### src/hw/flag_irq_pkg.sv
// Purpose: shared constants for the flag polarity and interrupt combiner
// Assumes: one 16-bit register port, word addressed by the printed offsets
// Notes: nothing here is logic; addresses, reset values and field positions of the block live here
package flag_irq_pkg;
	// ************************************************************
	// register map
	// ************************************************************
	localparam logic [9:0] POL_ADDR = 10'h1c2; // flag polarity register
	localparam logic [9:0] CAUSE_ADDR = 10'h1d4; // interrupt cause register
	localparam int DATA_W = 16; // register data width
	localparam int FLAG_N = 13; // pin-mapped flag lines
	localparam logic [12:0] POL_RESET = 13'h0000; // polarity reset value
	localparam logic [12:0] CAUSE_RESET = 13'h0000; // cause reset value
	// ************************************************************
	// field positions
	// ************************************************************
	localparam int START_LO = 3; // first start pin polarity bit
	localparam int START_HI = 8; // last start pin polarity bit
	localparam int START_N = 6; // number of start pins
	localparam int HALT_LO = 0; // halt bits 3..0
	localparam int REQ_LO = 4; // core request bits 7..4
	localparam int DRV_BIT = 8; // driver disable bit
	localparam int SPI_BIT = 9; // spi error bit
	localparam int CLK_BIT = 10; // clock loss bit
	localparam int SUM1_BIT = 11; // channel 1 checksum bit
	localparam int SUM2_BIT = 12; // channel 2 checksum bit
	localparam int SRC_N = 13; // interrupt source count
	// ************************************************************
	// combiner states
	// ************************************************************
	typedef enum logic [0:0] {
		IRQ_IDLE = 1'b0, // pin released
		IRQ_HELD = 1'b1 // pin asserted, cause frozen
	} irq_state_e;
endpackage

### src/hw/source_bus_if.sv
// Purpose: gated interrupt sources passed from gate stage to combiner
// Assumes: single clock domain
// Notes: carries the enabled request vector
`timescale 1ns/10ps
interface source_bus_if;
	logic [12:0] active; // enabled source levels, cause layout
	modport gate (output active);
	modport comb (input active);
endinterface

### src/hw/flag_pol_lane.sv
// Purpose: one flag lane polarity inversion
// Assumes: source select comes from the flag source block
// Notes: pass-through when the lane is not pin routed
`timescale 1ns/10ps
module flag_pol_lane (
	input wire logic routed,
	input wire logic invert,
	input wire logic fromPin,
	input wire logic fromCore,
	input wire logic dirIn,
	output logic toBus,
	output logic toPin
);
	// ************************************************************
	// lane mux
	// ************************************************************
	// inversion only when pin routed
	always_comb begin
		toPin = fromCore ^ (routed & invert);
		if (routed && dirIn) begin
			toBus = fromPin ^ invert;
		end else begin
			toBus = fromCore;
		end
	end
endmodule

### src/hw/flag_irq_top.sv
// Purpose: flag polarity register and interrupt combiner with cause latch
// Assumes: inputs synchronous to core_clk; register port word addressed
// Notes: the cause word freezes while the request pin is held low
// Function
// - 13-bit polarity register, 1 inverts flag
// - inversion only for pin-routed flags
// - unrouted flag bus driven by internal flag
// - bits 8..3 set start active level
// - request pin low while enabled source active
// - capture all sources on pin assertion
// - cause frozen while pin stays asserted
// - cause register readable over register port
// - no sources releases pin, clears cause
// - four core requests, each enabled
// - driver disable source, enabled
// - spi error source, enabled
// - clock loss source, enabled
// - channel checksum sources, enabled
// - halt bits 3..0 core order
// - request bits 7..4 core order
// - bits 8,9,10 driver, spi, clock
// - bits 11,12 chan1_code_sum_bad, ch2
`timescale 1ns/10ps
module flag_irq_top (
	// clock and reset
	input wire logic core_clk,
	input wire logic rst,
	// register port
	input wire logic [9:0] regAddr,
	input wire logic regWr,
	input wire logic regRd,
	input wire logic [15:0] regWdata,
	output logic [15:0] regRdata,
	// flag lanes
	input wire logic [12:0] flagRouted,
	input wire logic [12:0] flagDirIn,
	input wire logic [12:0] flagPinIn,
	input wire logic [12:0] intFlags,
	output logic [12:0] flagBus,
	output logic [12:0] flagPinOut,
	// start pins
	input wire logic [5:0] startPinIn,
	output logic [5:0] startActive,
	// interrupt sources and their enables
	input wire logic [3:0] coreHalted,
	input wire logic [3:0] coreRequest,
	input wire logic [3:0] coreReqEn,
	input wire logic driverDisabled,
	input wire logic driverIrqEn,
	input wire logic spiError,
	input wire logic spiIrqEn,
	input wire logic clockLost,
	input wire logic clockIrqEn,
	input wire logic [1:0] codeSumBad,
	input wire logic [1:0] codeSumIrqEn,
	// request toward the host, active low
	output logic host_request_n_pin
);
	// ************************************************************
	// polarity register
	// ************************************************************
	logic [12:0] polarity_r; // flag polarity bits
	logic [12:0] cause_r; // latched interrupt cause
	flag_irq_pkg::irq_state_e state_r; // combiner state
	source_bus_if srcBus ();

	// software write of polarity; cause writes dropped
	always_ff @(posedge core_clk) begin
		if (rst) begin
			polarity_r <= flag_irq_pkg::POL_RESET;
		end else if (regWr && regAddr == flag_irq_pkg::POL_ADDR) begin
			polarity_r <= regWdata[12:0];
		end
	end

	// ************************************************************
	// flag lanes
	// ************************************************************
	genvar gi;
	generate
		for (gi = 0; gi < flag_irq_pkg::FLAG_N; gi++) begin : g_lane
			// routed lanes invert, others pass internal flag
			flag_pol_lane u_lane (
				.routed(flagRouted[gi]),
				.invert(polarity_r[gi]),
				.fromPin(flagPinIn[gi]),
				.fromCore(intFlags[gi]),
				.dirIn(flagDirIn[gi]),
				.toBus(flagBus[gi]),
				.toPin(flagPinOut[gi])
			);
		end
	endgenerate

	// per-lane checks, every lane not only the first
	genvar gc;
	generate
		for (gc = 0; gc < flag_irq_pkg::FLAG_N; gc++) begin : g_lane_chk
			// bus side: pin input inverted, everything else internal
			a_lane_bus: assert property (@(posedge core_clk) disable iff (rst)
				flagBus[gc] == ((flagRouted[gc] && flagDirIn[gc]) ? (flagPinIn[gc] ^ polarity_r[gc])
				: intFlags[gc]))
				else $error("flag bus lane wrong");
			// pin side: inversion only when the lane is routed
			a_lane_pin: assert property (@(posedge core_clk) disable iff (rst)
				flagPinOut[gc] == (intFlags[gc] ^ (flagRouted[gc] & polarity_r[gc])))
				else $error("flag pin lane wrong");
			// unrouted lane ignores its polarity bit
			a_lane_plain: assert property (@(posedge core_clk) disable iff (rst)
				!flagRouted[gc] |-> (flagBus[gc] == intFlags[gc]))
				else $error("unrouted lane not internal flag");
		end
	endgenerate

	// ************************************************************
	// start level
	// ************************************************************
	logic [5:0] startPol; // start polarity slice
	assign startPol = polarity_r[flag_irq_pkg::START_HI:flag_irq_pkg::START_LO];
	// start pins used as starts: 0 active high, 1 active low
	always_ff @(posedge core_clk) begin
		if (rst) begin
			startActive <= '0;
		end else begin
			// a start pin given over to a flag never starts anything
			startActive <= (startPinIn ^ startPol)
				& ~flagRouted[flag_irq_pkg::START_HI:flag_irq_pkg::START_LO];
		end
	end

	// per start pin level checks
	genvar gs;
	generate
		for (gs = 0; gs < flag_irq_pkg::START_N; gs++) begin : g_start_chk
			// level set by its polarity bit while used as a start
			a_start_pin: assert property (@(posedge core_clk) disable iff (rst)
				!flagRouted[flag_irq_pkg::START_LO + gs] |=> startActive[gs] ==
				($past(startPinIn[gs]) ^ $past(polarity_r[flag_irq_pkg::START_LO + gs])))
				else $error("start pin level wrong");
			// routed start pin stays inactive
			a_start_off: assert property (@(posedge core_clk) disable iff (rst)
				flagRouted[flag_irq_pkg::START_LO + gs] |=> !startActive[gs])
				else $error("routed start pin active");
		end
	endgenerate

	// ************************************************************
	// source gating
	// ************************************************************
	source_gate u_gate (
		.coreHalted(coreHalted),
		.coreRequest(coreRequest),
		.coreReqEn(coreReqEn),
		.driverDisabled(driverDisabled),
		.driverIrqEn(driverIrqEn),
		.spiError(spiError),
		.spiIrqEn(spiIrqEn),
		.clockLost(clockLost),
		.clockIrqEn(clockIrqEn),
		.codeSumBad(codeSumBad),
		.codeSumIrqEn(codeSumIrqEn),
		.src(srcBus.gate)
	);

	logic anySrc; // some enabled source active
	assign anySrc = |srcBus.active;

	// ************************************************************
	// combiner state and cause latch
	// ************************************************************
	// idle: capture on first source; held: freeze until all drop
	always_ff @(posedge core_clk) begin
		if (rst) begin
			state_r <= flag_irq_pkg::IRQ_IDLE;
			cause_r <= flag_irq_pkg::CAUSE_RESET;
		end else begin
			case (state_r)
				flag_irq_pkg::IRQ_IDLE: begin
					if (anySrc) begin
						state_r <= flag_irq_pkg::IRQ_HELD;
						cause_r <= srcBus.active;
					end
				end
				flag_irq_pkg::IRQ_HELD: begin
					// cause kept while held
					if (!anySrc) begin
						state_r <= flag_irq_pkg::IRQ_IDLE;
						cause_r <= flag_irq_pkg::CAUSE_RESET;
					end
				end
				default: begin
					state_r <= flag_irq_pkg::IRQ_IDLE;
				end
			endcase
		end
	end

	// pin low while held
	always_ff @(posedge core_clk) begin
		if (rst) begin
			host_request_n_pin <= 1'b1;
		end else begin
			host_request_n_pin <= ~((state_r == flag_irq_pkg::IRQ_IDLE) ? anySrc
				: anySrc);
		end
	end

	// ************************************************************
	// register read
	// ************************************************************
	// read mux; unmapped reads zero
	always_ff @(posedge core_clk) begin
		if (rst) begin
			regRdata <= '0;
		end else if (regRd) begin
			if (regAddr == flag_irq_pkg::POL_ADDR) begin
				regRdata <= {3'h0, polarity_r};
			end else if (regAddr == flag_irq_pkg::CAUSE_ADDR) begin
				regRdata <= {3'h0, cause_r};
			end else begin
				regRdata <= '0;
			end
		end
	end

	// ************************************************************
	// checks
	// ************************************************************
	a_pin_follows_src: assert property (@(posedge core_clk) disable iff (rst)
		anySrc |=> !host_request_n_pin)
		else $error("request pin not low after source");
	a_pin_release: assert property (@(posedge core_clk) disable iff (rst)
		!anySrc |=> host_request_n_pin && cause_r == 13'h0000)
		else $error("pin or cause not released");
	a_cause_capture: assert property (@(posedge core_clk) disable iff (rst)
		(state_r == flag_irq_pkg::IRQ_IDLE && anySrc) |=> cause_r == $past(srcBus.active))
		else $error("cause not captured");
	a_cause_frozen: assert property (@(posedge core_clk) disable iff (rst)
		(state_r == flag_irq_pkg::IRQ_HELD && anySrc) |=> $stable(cause_r))
		else $error("cause changed while held");
	a_cause_ro: assert property (@(posedge core_clk) disable iff (rst)
		(regWr && regAddr == flag_irq_pkg::CAUSE_ADDR && state_r == flag_irq_pkg::IRQ_HELD
		&& anySrc) |=> $stable(cause_r))
		else $error("cause written");
	a_pol_write: assert property (@(posedge core_clk) disable iff (rst)
		(regWr && regAddr == flag_irq_pkg::POL_ADDR) |=> polarity_r == $past(regWdata[12:0]))
		else $error("polarity not written");
	a_unrouted_pass: assert property (@(posedge core_clk) disable iff (rst)
		flagBus[0] == (flagRouted[0] && flagDirIn[0] ? flagPinIn[0] ^ polarity_r[0]
		: intFlags[0]))
		else $error("flag lane wrong");
	a_cause_read: assert property (@(posedge core_clk) disable iff (rst)
		(regRd && regAddr == flag_irq_pkg::CAUSE_ADDR) |=> regRdata[12:0] == $past(cause_r))
		else $error("cause read wrong");
	a_start_level: assert property (@(posedge core_clk) disable iff (rst)
		!flagRouted[3] |=> startActive[0] == ($past(startPinIn[0]) ^ $past(polarity_r[3])))
		else $error("start level wrong");

	// ************************************************************
	// source gating checks
	// ************************************************************
	// halt bits reach the cause layout with no enable
	a_halt_direct: assert property (@(posedge core_clk) disable iff (rst)
		srcBus.active[flag_irq_pkg::HALT_LO +: 4] == coreHalted)
		else $error("halt bits misplaced");
	// core requests gated by their own enables
	a_req_gated: assert property (@(posedge core_clk) disable iff (rst)
		srcBus.active[flag_irq_pkg::REQ_LO +: 4] == (coreRequest & coreReqEn))
		else $error("core request gating wrong");
	// driver disable source and its enable
	a_drv_gated: assert property (@(posedge core_clk) disable iff (rst)
		srcBus.active[flag_irq_pkg::DRV_BIT] == (driverDisabled && driverIrqEn))
		else $error("driver source gating wrong");
	// spi error source and its enable
	a_spi_gated: assert property (@(posedge core_clk) disable iff (rst)
		srcBus.active[flag_irq_pkg::SPI_BIT] == (spiError && spiIrqEn))
		else $error("spi source gating wrong");
	// clock loss source and its enable
	a_clk_gated: assert property (@(posedge core_clk) disable iff (rst)
		srcBus.active[flag_irq_pkg::CLK_BIT] == (clockLost && clockIrqEn))
		else $error("clock source gating wrong");
	// both checksum sources, channel 1 in the lower bit
	a_sum_gated: assert property (@(posedge core_clk) disable iff (rst)
		srcBus.active[flag_irq_pkg::SUM2_BIT:flag_irq_pkg::SUM1_BIT] == (codeSumBad & codeSumIrqEn))
		else $error("checksum source gating wrong");

	// ************************************************************
	// combiner checks
	// ************************************************************
	// pin level and state always agree, so the cause freeze tracks the pin
	a_pin_state: assert property (@(posedge core_clk) disable iff (rst)
		(state_r == flag_irq_pkg::IRQ_HELD) == !host_request_n_pin)
		else $error("pin and state disagree");
	// idle means an empty cause word
	a_idle_empty: assert property (@(posedge core_clk) disable iff (rst)
		(state_r == flag_irq_pkg::IRQ_IDLE) |-> cause_r == flag_irq_pkg::CAUSE_RESET)
		else $error("cause not empty while idle");
	// a halt alone is latched on entry
	a_halt_latch: assert property (@(posedge core_clk) disable iff (rst)
		(state_r == flag_irq_pkg::IRQ_IDLE && coreHalted[0]) |=> cause_r[flag_irq_pkg::HALT_LO])
		else $error("halt not latched");

	// ************************************************************
	// register port checks
	// ************************************************************
	// polarity only moves on a write to its own address
	a_pol_hold: assert property (@(posedge core_clk) disable iff (rst)
		!(regWr && regAddr == flag_irq_pkg::POL_ADDR) |=> $stable(polarity_r))
		else $error("polarity changed without write");
	// polarity read back with the unused top bits zero
	a_pol_read: assert property (@(posedge core_clk) disable iff (rst)
		(regRd && regAddr == flag_irq_pkg::POL_ADDR) |=> regRdata == {3'h0, $past(polarity_r)})
		else $error("polarity read wrong");
	// unmapped reads answer zero
	a_read_zero: assert property (@(posedge core_clk) disable iff (rst)
		(regRd && regAddr != flag_irq_pkg::POL_ADDR && regAddr != flag_irq_pkg::CAUSE_ADDR)
		|=> regRdata == 16'h0000)
		else $error("unmapped read not zero");
endmodule

// ************************************************************
// source gate
// ************************************************************
module source_gate (
	input wire logic [3:0] coreHalted,
	input wire logic [3:0] coreRequest,
	input wire logic [3:0] coreReqEn,
	input wire logic driverDisabled,
	input wire logic driverIrqEn,
	input wire logic spiError,
	input wire logic spiIrqEn,
	input wire logic clockLost,
	input wire logic clockIrqEn,
	input wire logic [1:0] codeSumBad,
	input wire logic [1:0] codeSumIrqEn,
	source_bus_if.gate src
);
	// pack enabled sources in cause layout
	always_comb begin
		src.active = '0;
		src.active[3:0] = coreHalted;
		src.active[7:4] = coreRequest & coreReqEn;
		src.active[8] = driverDisabled & driverIrqEn;
		src.active[9] = spiError & spiIrqEn;
		src.active[10] = clockLost & clockIrqEn;
		src.active[12:11] = codeSumBad & codeSumIrqEn;
	end
endmodule

### config.mk
export PLATFORM = sky130hd
export DESIGN_NAME = flag_irq_top
export DESIGN_NICKNAME = d
export VERILOG_FILES = /design/src/hw/flag_irq_pkg.sv /design/src/hw/source_bus_if.sv /design/src/hw/flag_pol_lane.sv /design/src/hw/flag_irq_top.sv
export SDC_FILE = /design/constraint.sdc
export NUM_CORES = 1
export LEC_CHECK = 0
export ABC_AREA = 1
export ABC_CLOCK_PERIOD_IN_PS = 1600
export BUFFER_PORTS_ARGS = -buffer_cell sky130_fd_sc_hd__buf_2
export CAP_MARGIN = 30
export CORE_MARGIN = 1
export CORE_UTILIZATION = 45
export CTS_CLUSTER_SIZE = 8
export DETAILED_ROUTE_END_ITERATION = 8
export HOLD_SLACK_MARGIN = 0.06
export PLACE_DENSITY = 0.85
export SLEW_MARGIN = 20
export SYNTH_ARGS = -nofsm -noshare
export SYNTH_HDL_FRONTEND = slang
export SYNTH_HIERARCHICAL = 1
export SYNTH_SLANG_ARGS = --single-unit
export TNS_END_PERCENT = 1
### constraint.sdc
create_clock -name core_clk -period 1.6 [get_ports core_clk]
set_input_delay 0.16 -clock core_clk [delete_from_list [all_inputs] [get_ports core_clk]]
set_output_delay 0.16 -clock core_clk [all_outputs]
set_load 0.03 [all_outputs]
### After elaboration in Yosys (flattened, before gate mapping)

Cells that the tools add are included.

* output and inout bits: 49
* input port bits: 110
* flip-flop bits (word level): 50
* word-level logic and storage cells: 94

* multiplexer cells: 19
* reductions and logical operators: 16
* eq/ne operators: 4
* bitwise gates (word level): 49

Operator list (count)
* 13-bit 2-to-1 mux: 4
* 13-bit case mux with 2 select lines: 1
* 1-bit XOR: 26
* 10-bit by 9-bit == test with 1-bit output, second input constant: 2
* 1-bit AND: 16
* 1-bit logical AND: 14
* 1-bit 2-to-1 mux: 14
* 13-bit OR reduction: 1
* 6-bit AND: 1
* 6-bit NOT: 1
* 6-bit XOR: 1
* 4-bit AND: 1
* 2-bit != test, second input constant: 2
* 2-bit AND: 1
* 1-bit NOT: 2
* 2-bit AND reduction: 1

### Depth between registers and ports, before layout

Gate-level depths: netlist of the first run.

* depth after elaboration: 4
* depth in mapped cells: 10
* depth with buffers taken out: 9

### Hierarchy

Netlist of the first run, hierarchy kept.

Modules (own cells, without submodules)
* flag_irq_top: area an instance 2189.6 um2, cells an instance 291, times used 1, seq. area each 940.9 um2
* flag_pol_lane: area an instance 47.5 um2, cells an instance 11, times used 13, seq. area each 0.0 um2
* source_gate: area an instance 97.6 um2, cells an instance 22, times used 1, seq. area each 0.0 um2

### Worst setup path before layout of the first run

Ideal clock, no wire load.

* path type: input -> register
* start point: input codeSumBad[0]
* end point: register cause_r[0]
* setup slack: 426 ps
* cell stages on the path: 8
* required time: 1457 ps
* setup time: 143 ps
* arrival time: 1031 ps
* buffers on the path: 1
* cells stage by stage: nand2_1 > inv_1 > or2_1 > nor2_2 > nand3_1 > buf_6 > nand3_2 > a21oi_2

* longest elaborated chain between the ends: 4
* elaborated cells between the ends (all ways): 5
* those cells by class: 2 x eq/ne; 1 x bitwise; 2 x reduce/logical

Ends and longest elaborated chain
* start: declaration: line flag_irq_top.sv:54 `input wire logic [1:0] codeSumBad,`
* 2-bit AND *: line flag_irq_top.sv:346 `src.active[12:11] = codeSumBad & codeSumIrqEn;`
* via srcBus.active[11]: line source_bus_if.sv:6 `logic [12:0] active;`
* 13-bit OR reduction *: line flag_irq_top.sv:166 `assign anySrc = |srcBus.active;`
* 2-bit != test (no line)
* 2-bit AND reduction (no line) *
* end signal: assignment: line flag_irq_top.sv:175 `cause_r <= flag_irq_pkg::CAUSE_RESET;`
* end signal: assignment: line flag_irq_top.sv:181 `cause_r <= srcBus.active;`
* end signal: assignment: line flag_irq_top.sv:188 `cause_r <= flag_irq_pkg::CAUSE_RESET;`
* end: declaration: line flag_irq_top.sv:63 `logic [12:0] cause_r;`

The timed path passes the listed nets; every way through them passes the cells marked *.
A chain may end at the register's enable or synchronous reset.

### Worst setup path in the final report of the first run

* start point: input flagRouted[4]
* end point: output flagPinOut[4]

* longest elaborated chain between the ends: 2

Ends and longest elaborated chain
* start: declaration: line flag_irq_top.sv:35 `input wire logic [12:0] flagRouted,`
* 1-bit AND: line flag_pol_lane.sv:19 `toPin = fromCore ^ (routed & invert);`
* 1-bit XOR: line flag_pol_lane.sv:19
* end: declaration: line flag_irq_top.sv:40 `output logic [12:0] flagPinOut,`

No other way between the ends.

==> results of run 1 <==
how the worst max path moves through the flow:
stage               endpoint  slack [ns]
6_report       flagPinOut[4]        0.18
5_1_grt        flagPinOut[4]        0.12
3_3_place_gp   polarity_r[6]        0.26
2_1_floorplan     cause_r[0]        0.43
3_5_place_dp   polarity_r[8]        0.21
4_1_cts        flagPinOut[3]        0.20
registers in the layout, indices dropped and copies added (netlist names):
signal	flops
regRdata	13
startActive	6
polarity_r	13
state_r	1
host_request_n_pin	1
cause_r	13
what timing repair did:
action,in CTS,in global routing
hold endpoints to repair,6,0
hold buffers,6,0
resized for setup,0,0
synth_stat cells (all sizes together):
master  instances
nand3          48
a21oi          13
nand4           7
dfxtp          47
conb            1
o21ai           7
clkinv          1
nor3            6
nand2         149
xnor2          19
a31oi           7
or2             1
inv            76
buf            17
clkbuf          7
and2            1
nor2           49
cells by family (layout without fill, tap and decap cells):
kind of cell | after synthesis | after routing | share of synthesized area, %
AND/OR/NAND/NOR | 261 | 261 | 40.1
buffers and inverters | 101 | 249 | 15.4
flip-flops | 47 | 47 | 32.4
AO/OA/AOI/OAI | 27 | 27 | 6.24
XOR/XNOR | 19 | 19 | 5.73
other | 1 | 3 | 0.129
per-layer routing:
| metal | part of all wire [%] | routed length, um |
|---|---|---|
| met3 | 7.6 | 556 |
| met5 | 0 | 0 |
| met1 | 39 | 2820 |
| met4 | 1.5 | 109 |
| met2 | 52 | 3790 |
stage by stage:
stage	total power (uW)	std cells	area [sq um]	util [%]	hold slack, ns
3_5_place_dp	1860	667	3650	60.3	0.361
5_1_grt	2690	681	3800	62.7	0.0751
4_1_cts	2560	681	3800	62.7	0.0741
3_3_place_gp	1840	667	3650	60.3	0.354
6_report	2540	681	3800	62.7	0.0802
2_1_floorplan	1630	458	2910	-	0.237
power breakdown:
part | total [uW] | internal (uW) | switching, uW
clock | 702 | 306 | 396
sequential | 1230 | 1210 | 18.6
combinational | 614 | 238 | 376
cell type report:
cell class | count | area (sq um)
fill | 594 | 2260
inverter | 77 | 290
multi-input combinational | 310 | 1520
sequential | 47 | 941
clock buffer | 6 | 72.6
timing repair buffer | 164 | 866
clock inverter | 2 | 12.5
tap | 75 | 93.8
tightest hold or removal path, stage by stage:
cell and delay [ns]:
buf_2 0.07, nor2_1 0.03, nor2_1 0.08
==> reports/results.tsv, run 1 <==
stage	metric	value	unit
run_status	status	finished clean	
cts	CTS tree	done	
global_route	vias in the first global route	2936	
global_route	initial antenna violation count	0	
sta	Final Hold Fails	0	
global_route	first-pass GRT wire length	11800	um
setup_path	WP data arrival	1.26	ns
worst_hold_path	worst hold start	regWdata[9]	
die	initial core utilization	47.9	%
worst_hold_path	Min-Delay Path Depth	3	
sta	max-slew violation count	0	
setup_path	Critical Path, Cell by Cell	dlygate4sd3_1 > buf_2 > nand2_1 > xnor2_1 > buf_2	
routing	vias per std cell	4.66	
setup_path	Worst Setup SP	flagRouted[4]	
setup_path	Crit Path Max Fanout	3	
die	Die ar.	6780	sq um
cts	clk root buf	clkbuf_8	
die	Core Region	6060	sq um
die	chip height	82.4	um
setup_path	Worst path max stage delay	0.54	ns
yosys	largest area contributor in the netlist	dfxtp_1	
placed_design	DP Worst Slack	0.210	ns
global_route	met3 Usage GRT	5.93	%
yosys	Mean Syn Cell Area	6.37	sq um
placed_design	DP Wirelength	5740	um
cts	total CTS buffers	5	
setup_path	CP Data Required Time	1.44	ns
die	Die Width	82.4	um
setup_path	Crit path max-delay family	buffers and inverters	
yosys	Synth area leaders	dfxtp_1 32%, nand2_1 19%, inv_1 9.8%	
routing	DRT antenna net count	0	
yosys	Yosys reg bits	47	
setup_path	Worst R2R Path Depth	4	
cells_and_area	nets@finish	715	
cts	Clk pin slew, worst setup/hold paths	0.09	ns
cells_and_area	Antenna Cells	0	
global_route	met2 Use GR	45.6	%
setup_path	WS Path Type	in2out	
cts	# clock sinks	47	
cells_and_area	Area Growth Syn to Fin	30.8	%
sta	Fmax achieved	0.702	GHz
sta	period utilisation layout	89.0	%
global_route	pin count of the biggest net entering global routing	27	
placed_design	routability cong.	0.811	
routing	drt total wl	7280	um
cells_and_area	share of layout cells above drive strength 1	32.0	%
placed_design	IO buf count	152	
setup_path	Crit path top cell by count	buf_2	
cells_and_area	commonest non-fill, non-tap cell in the layout	buf_2	
sta	Clock Skew	0.0105	ns
setup_path	Startpoint Class	input pin	
setup_path	Crit-path slowest cell	dlygate4sd3_1	
cells_and_area	most frequent cells in the layout	152 x buf_2, 147 x nand2_1, 76 x inv_1	
yosys	mapped cell area	2910	sq um
routing	DR vias	3175	
cts	CTS H-tree lvls	2	
sta	RSZ-0062 raised after global routing	false	
global_route	busiest metal layer after global routing	met2	
yosys	Cell variety after synth	27	
setup_path	RR Endpoint	cause_r[12]	
sta	fin crit period	1.42	ns
sta	setup ws final	0.176	ns
power	Peak VDD IR	408	uV
cts	postcts setup bufs	0	
yosys	Synth top area share	32.4	%
routing	initial DRC count	60	
yosys	post-synthesis sequential area ratio	32.4	%
worst_hold_path	Hold Path Sink	polarity_r[9]	
setup_path	crit path buf inv count	3	
power	Pwr Density	669	nW/um^2
power	P_leak	0.00210	uW
setup_path	Reg2Reg Setup Slack	0.44	ns
sta	Setup TNS	0	ns
setup_path	Worst setup EP type	output port	
routing	DR pass1 iterations	4	
die	FP Rows	28	
global_route	M1 GR Usage	22.7	%
worst_hold_path	min-delay worst type	in2reg	
die	Ports	159	
setup_path	CP Depth	5	
cts	clock latency on the worst-skew pair	0.30	ns
yosys	total number of yosys warnings	6	
routing	routed length per instance	10.7	um
global_route	GR Overflow Total	0	
routing	# DRC	0	
job	MaxCap Viol Count	0	
global_route	GRT Total Usage	22.8	%
yosys	Syn Inst Count	456	
sta	# setup viols final	0	
cts	CTS Buffer Depth	2	
setup_path	R2R Path Start	state_r	
(Power assumes the default switching activity.)
==> inputs of run 2 (changes only) <==
Settings changed: ABC_CLOCK_PERIOD_IN_PS 1600 to 1650, CORE_UTILIZATION 45 to 49, PLACE_DENSITY 0.85 to 0.91, SKIP_CTS_REPAIR_TIMING from default to 1.
Clock period 1.6 ns to 1.65 ns, I/O delays scaled along.
==> run 2 against run 1 <==
Net effect: critical endpoint is now flagPinOut[1]; die area down 8.0%; worst setup slack gained 0.074 ns; clock-buffer cell count unchanged; first-iteration DRC count grew 82%; core utilization is 4.2 points higher; hold slack got worse by 0.017 ns.
==> reports/results.tsv, run 2 (synthesis results as in run 1) <==
stage	metric	value	unit	change
sta	Setup TNS	0	ns	unchanged
routing	DRT antenna net count	0		unchanged
die	Ports	159		unchanged
cts	total CTS buffers	5		unchanged
setup_path	crit path buf inv count	1		was 3
sta	max-slew violation count	0		unchanged
cts	clk root buf	clkbuf_8		unchanged
placed_design	DP Wirelength	5880	um	was 5740 um
setup_path	Worst path max stage delay	0.45	ns	was 0.54 ns
setup_path	Crit path max-delay family	flip-flops		was buffers and inverters
setup_path	WS Path Type	reg2out		was in2out
setup_path	Reg2Reg Setup Slack	0.44	ns	about the same
worst_hold_path	worst hold start	flagRouted[5]		was regWdata[9]
setup_path	Crit Path Max Fanout	5		was 3
global_route	GRT Total Usage	24.4	%	was 22.8%
global_route	pin count of the biggest net entering global routing	27		unchanged
routing	routed length per instance	11.0	um	was 10.7 um
die	Die ar.	6240	sq um	was 6780 sq um
sta	Fmax achieved	0.714	GHz	
job	MaxCap Viol Count	0		unchanged
cells_and_area	most frequent cells in the layout	152 x buf_2, 147 x nand2_1, 76 x inv_1		unchanged
setup_path	Startpoint Class	flip-flop		was input pin
sta	Clock Skew	0.00711	ns	was 0.0105 ns
routing	initial DRC count	109		was 60
sta	RSZ-0062 raised after global routing	false		unchanged
routing	drt total wl	7410	um	was 7280 um
sta	fin crit period	1.40	ns	
cts	# clock sinks	47		unchanged
global_route	GR Overflow Total	0		unchanged
worst_hold_path	min-delay worst type	in2reg		unchanged
die	initial core utilization	51.8	%	was 47.9%
cts	CTS tree	done		unchanged
setup_path	RR Endpoint	cause_r[11]		was cause_r[12]
placed_design	IO buf count	152		unchanged
power	Pwr Density	660	nW/um^2	was 669 nW/um^2
power	P_leak	0.00208	uW	was 0.00210 uW
setup_path	CP Data Required Time	1.48	ns	was 1.44 ns
power	Power Total	2480	uW	was 2540 uW
cts	CTS H-tree lvls	2		unchanged
sta	Final Hold Fails	0		unchanged
global_route	vias in the first global route	3086		was 2936
cells_and_area	commonest non-fill, non-tap cell in the layout	buf_2		unchanged
sta	period utilisation layout	84.9	%	
worst_hold_path	Hold Path Sink	startActive[2]		was polarity_r[9]
routing	DR vias	3223		was 3175
run_status	status	finished clean		unchanged
routing	vias per std cell	4.80		was 4.66
placed_design	routability cong.	0.769		was 0.811
setup_path	Critical Path, Cell by Cell	nand2_1 > xnor2_1 > buf_2		was dlygate4sd3_1 > buf_2 > nand2_1 > xnor2_1 > buf_2
routing	DR pass1 iterations	4		unchanged
die	chip height	79	um	was 82.4 um
global_route	first-pass GRT wire length	12200	um	was 11800 um
placed_design	placed cell area	3640	sq um	was 3650 sq um
cells_and_area	nets@finish	710		was 715
cells_and_area	share of layout cells above drive strength 1	32.2	%	was 32.0%
setup_path	Worst R2R Path Depth	4		unchanged
cells_and_area	top flop regs	cause_r: 13 flops, polarity_r: 13 flops, regRdata: 13 flops		unchanged
setup_path	Crit-path slowest cell	dfxtp_1		was dlygate4sd3_1
setup_path	Worst setup EP type	output port		unchanged
cts	clock latency on the worst-skew pair	0.30	ns	about the same
setup_path	WP data arrival	1.24	ns	was 1.26 ns
cts	Clk pin slew, worst setup/hold paths	0.08	ns	was 0.09 ns
power	Peak VDD IR	409	uV	was 408 uV
cts	CTS Buffer Depth	2		unchanged
sta	# setup viols final	0		unchanged
global_route	initial antenna violation count	0		unchanged
cells_and_area	Antenna Cells	0		unchanged
worst_hold_path	Min-Delay Path Depth	2		was 3
die	Die Width	79	um	was 82.4 um
routing	# DRC	0		unchanged
die	Core Region	5610	sq um	was 6060 sq um
cells_and_area	fin area	3750	sq um	was 3800 sq um
setup_path	R2R Path Start	state_r		unchanged
die	FP Rows	27		was 28
cells_and_area	Area Growth Syn to Fin	29.1	%	was 30.8%
==> run 2: cell types whose count changed in the layout (fill, tap and decap cells not counted), sizes merged <==
cell	change
dlygate4sd3	-4
buf	-1
clkinvlp	-1
==> run 2: worst max path at each step <==
stage	cells after the start	from	slack, ns	to
2_1_floorplan	8	codeSumBad[0]	0.47	cause_r[0]
3_3_place_gp	7	regAddr[2]	0.32	polarity_r[9]
3_5_place_dp	7	regAddr[2]	0.24	polarity_r[2]
4_1_cts	3	polarity_r[3]	0.25	flagPinOut[3]
5_1_grt	3	polarity_r[6]	0.15	flagPinOut[6]
6_report	3	polarity_r[1]	0.25	flagPinOut[1]
==> run 2: metrics by stage <==
step                hold slack, ns  util [%]  worst slack (ns)  cells
floorplan                    0.242         -             0.471    458
global placement             0.361      65.0             0.323    663
detailed placement           0.364      65.0             0.241    663
CTS                         0.0404      66.5             0.246    670
global route                0.0605      66.9             0.145    672
finish                      0.0630      66.9             0.250    672
==> run 2: metal layers <==
metal | vias to the layer above | global-route usage (%) | share of wire (%)
met2 | 125 | 49.2 | 53
met1 | 1425 | 24.0 | 39
met3 | 10 | 5.63 | 6.3
li1 | 1663 | - | -
met4 | 0 | 7.82 | 1.6
met5 | - | 0 | 0
==> run 2: cell type report <==
class	instances	area, sq um
clock buffer	6	82.6
clock inverter	1	5.00
fill	523	1860
inverter	77	290
multi-input combinational	310	1520
sequential	47	941
tap	72	90.1
timing repair buffer	159	818
==> run 2: report_power, final <==
group	switching (uW)	total (uW)	internal (uW)
logic	366	591	224
registers	19.0	1190	1170
clock network	367	696	329
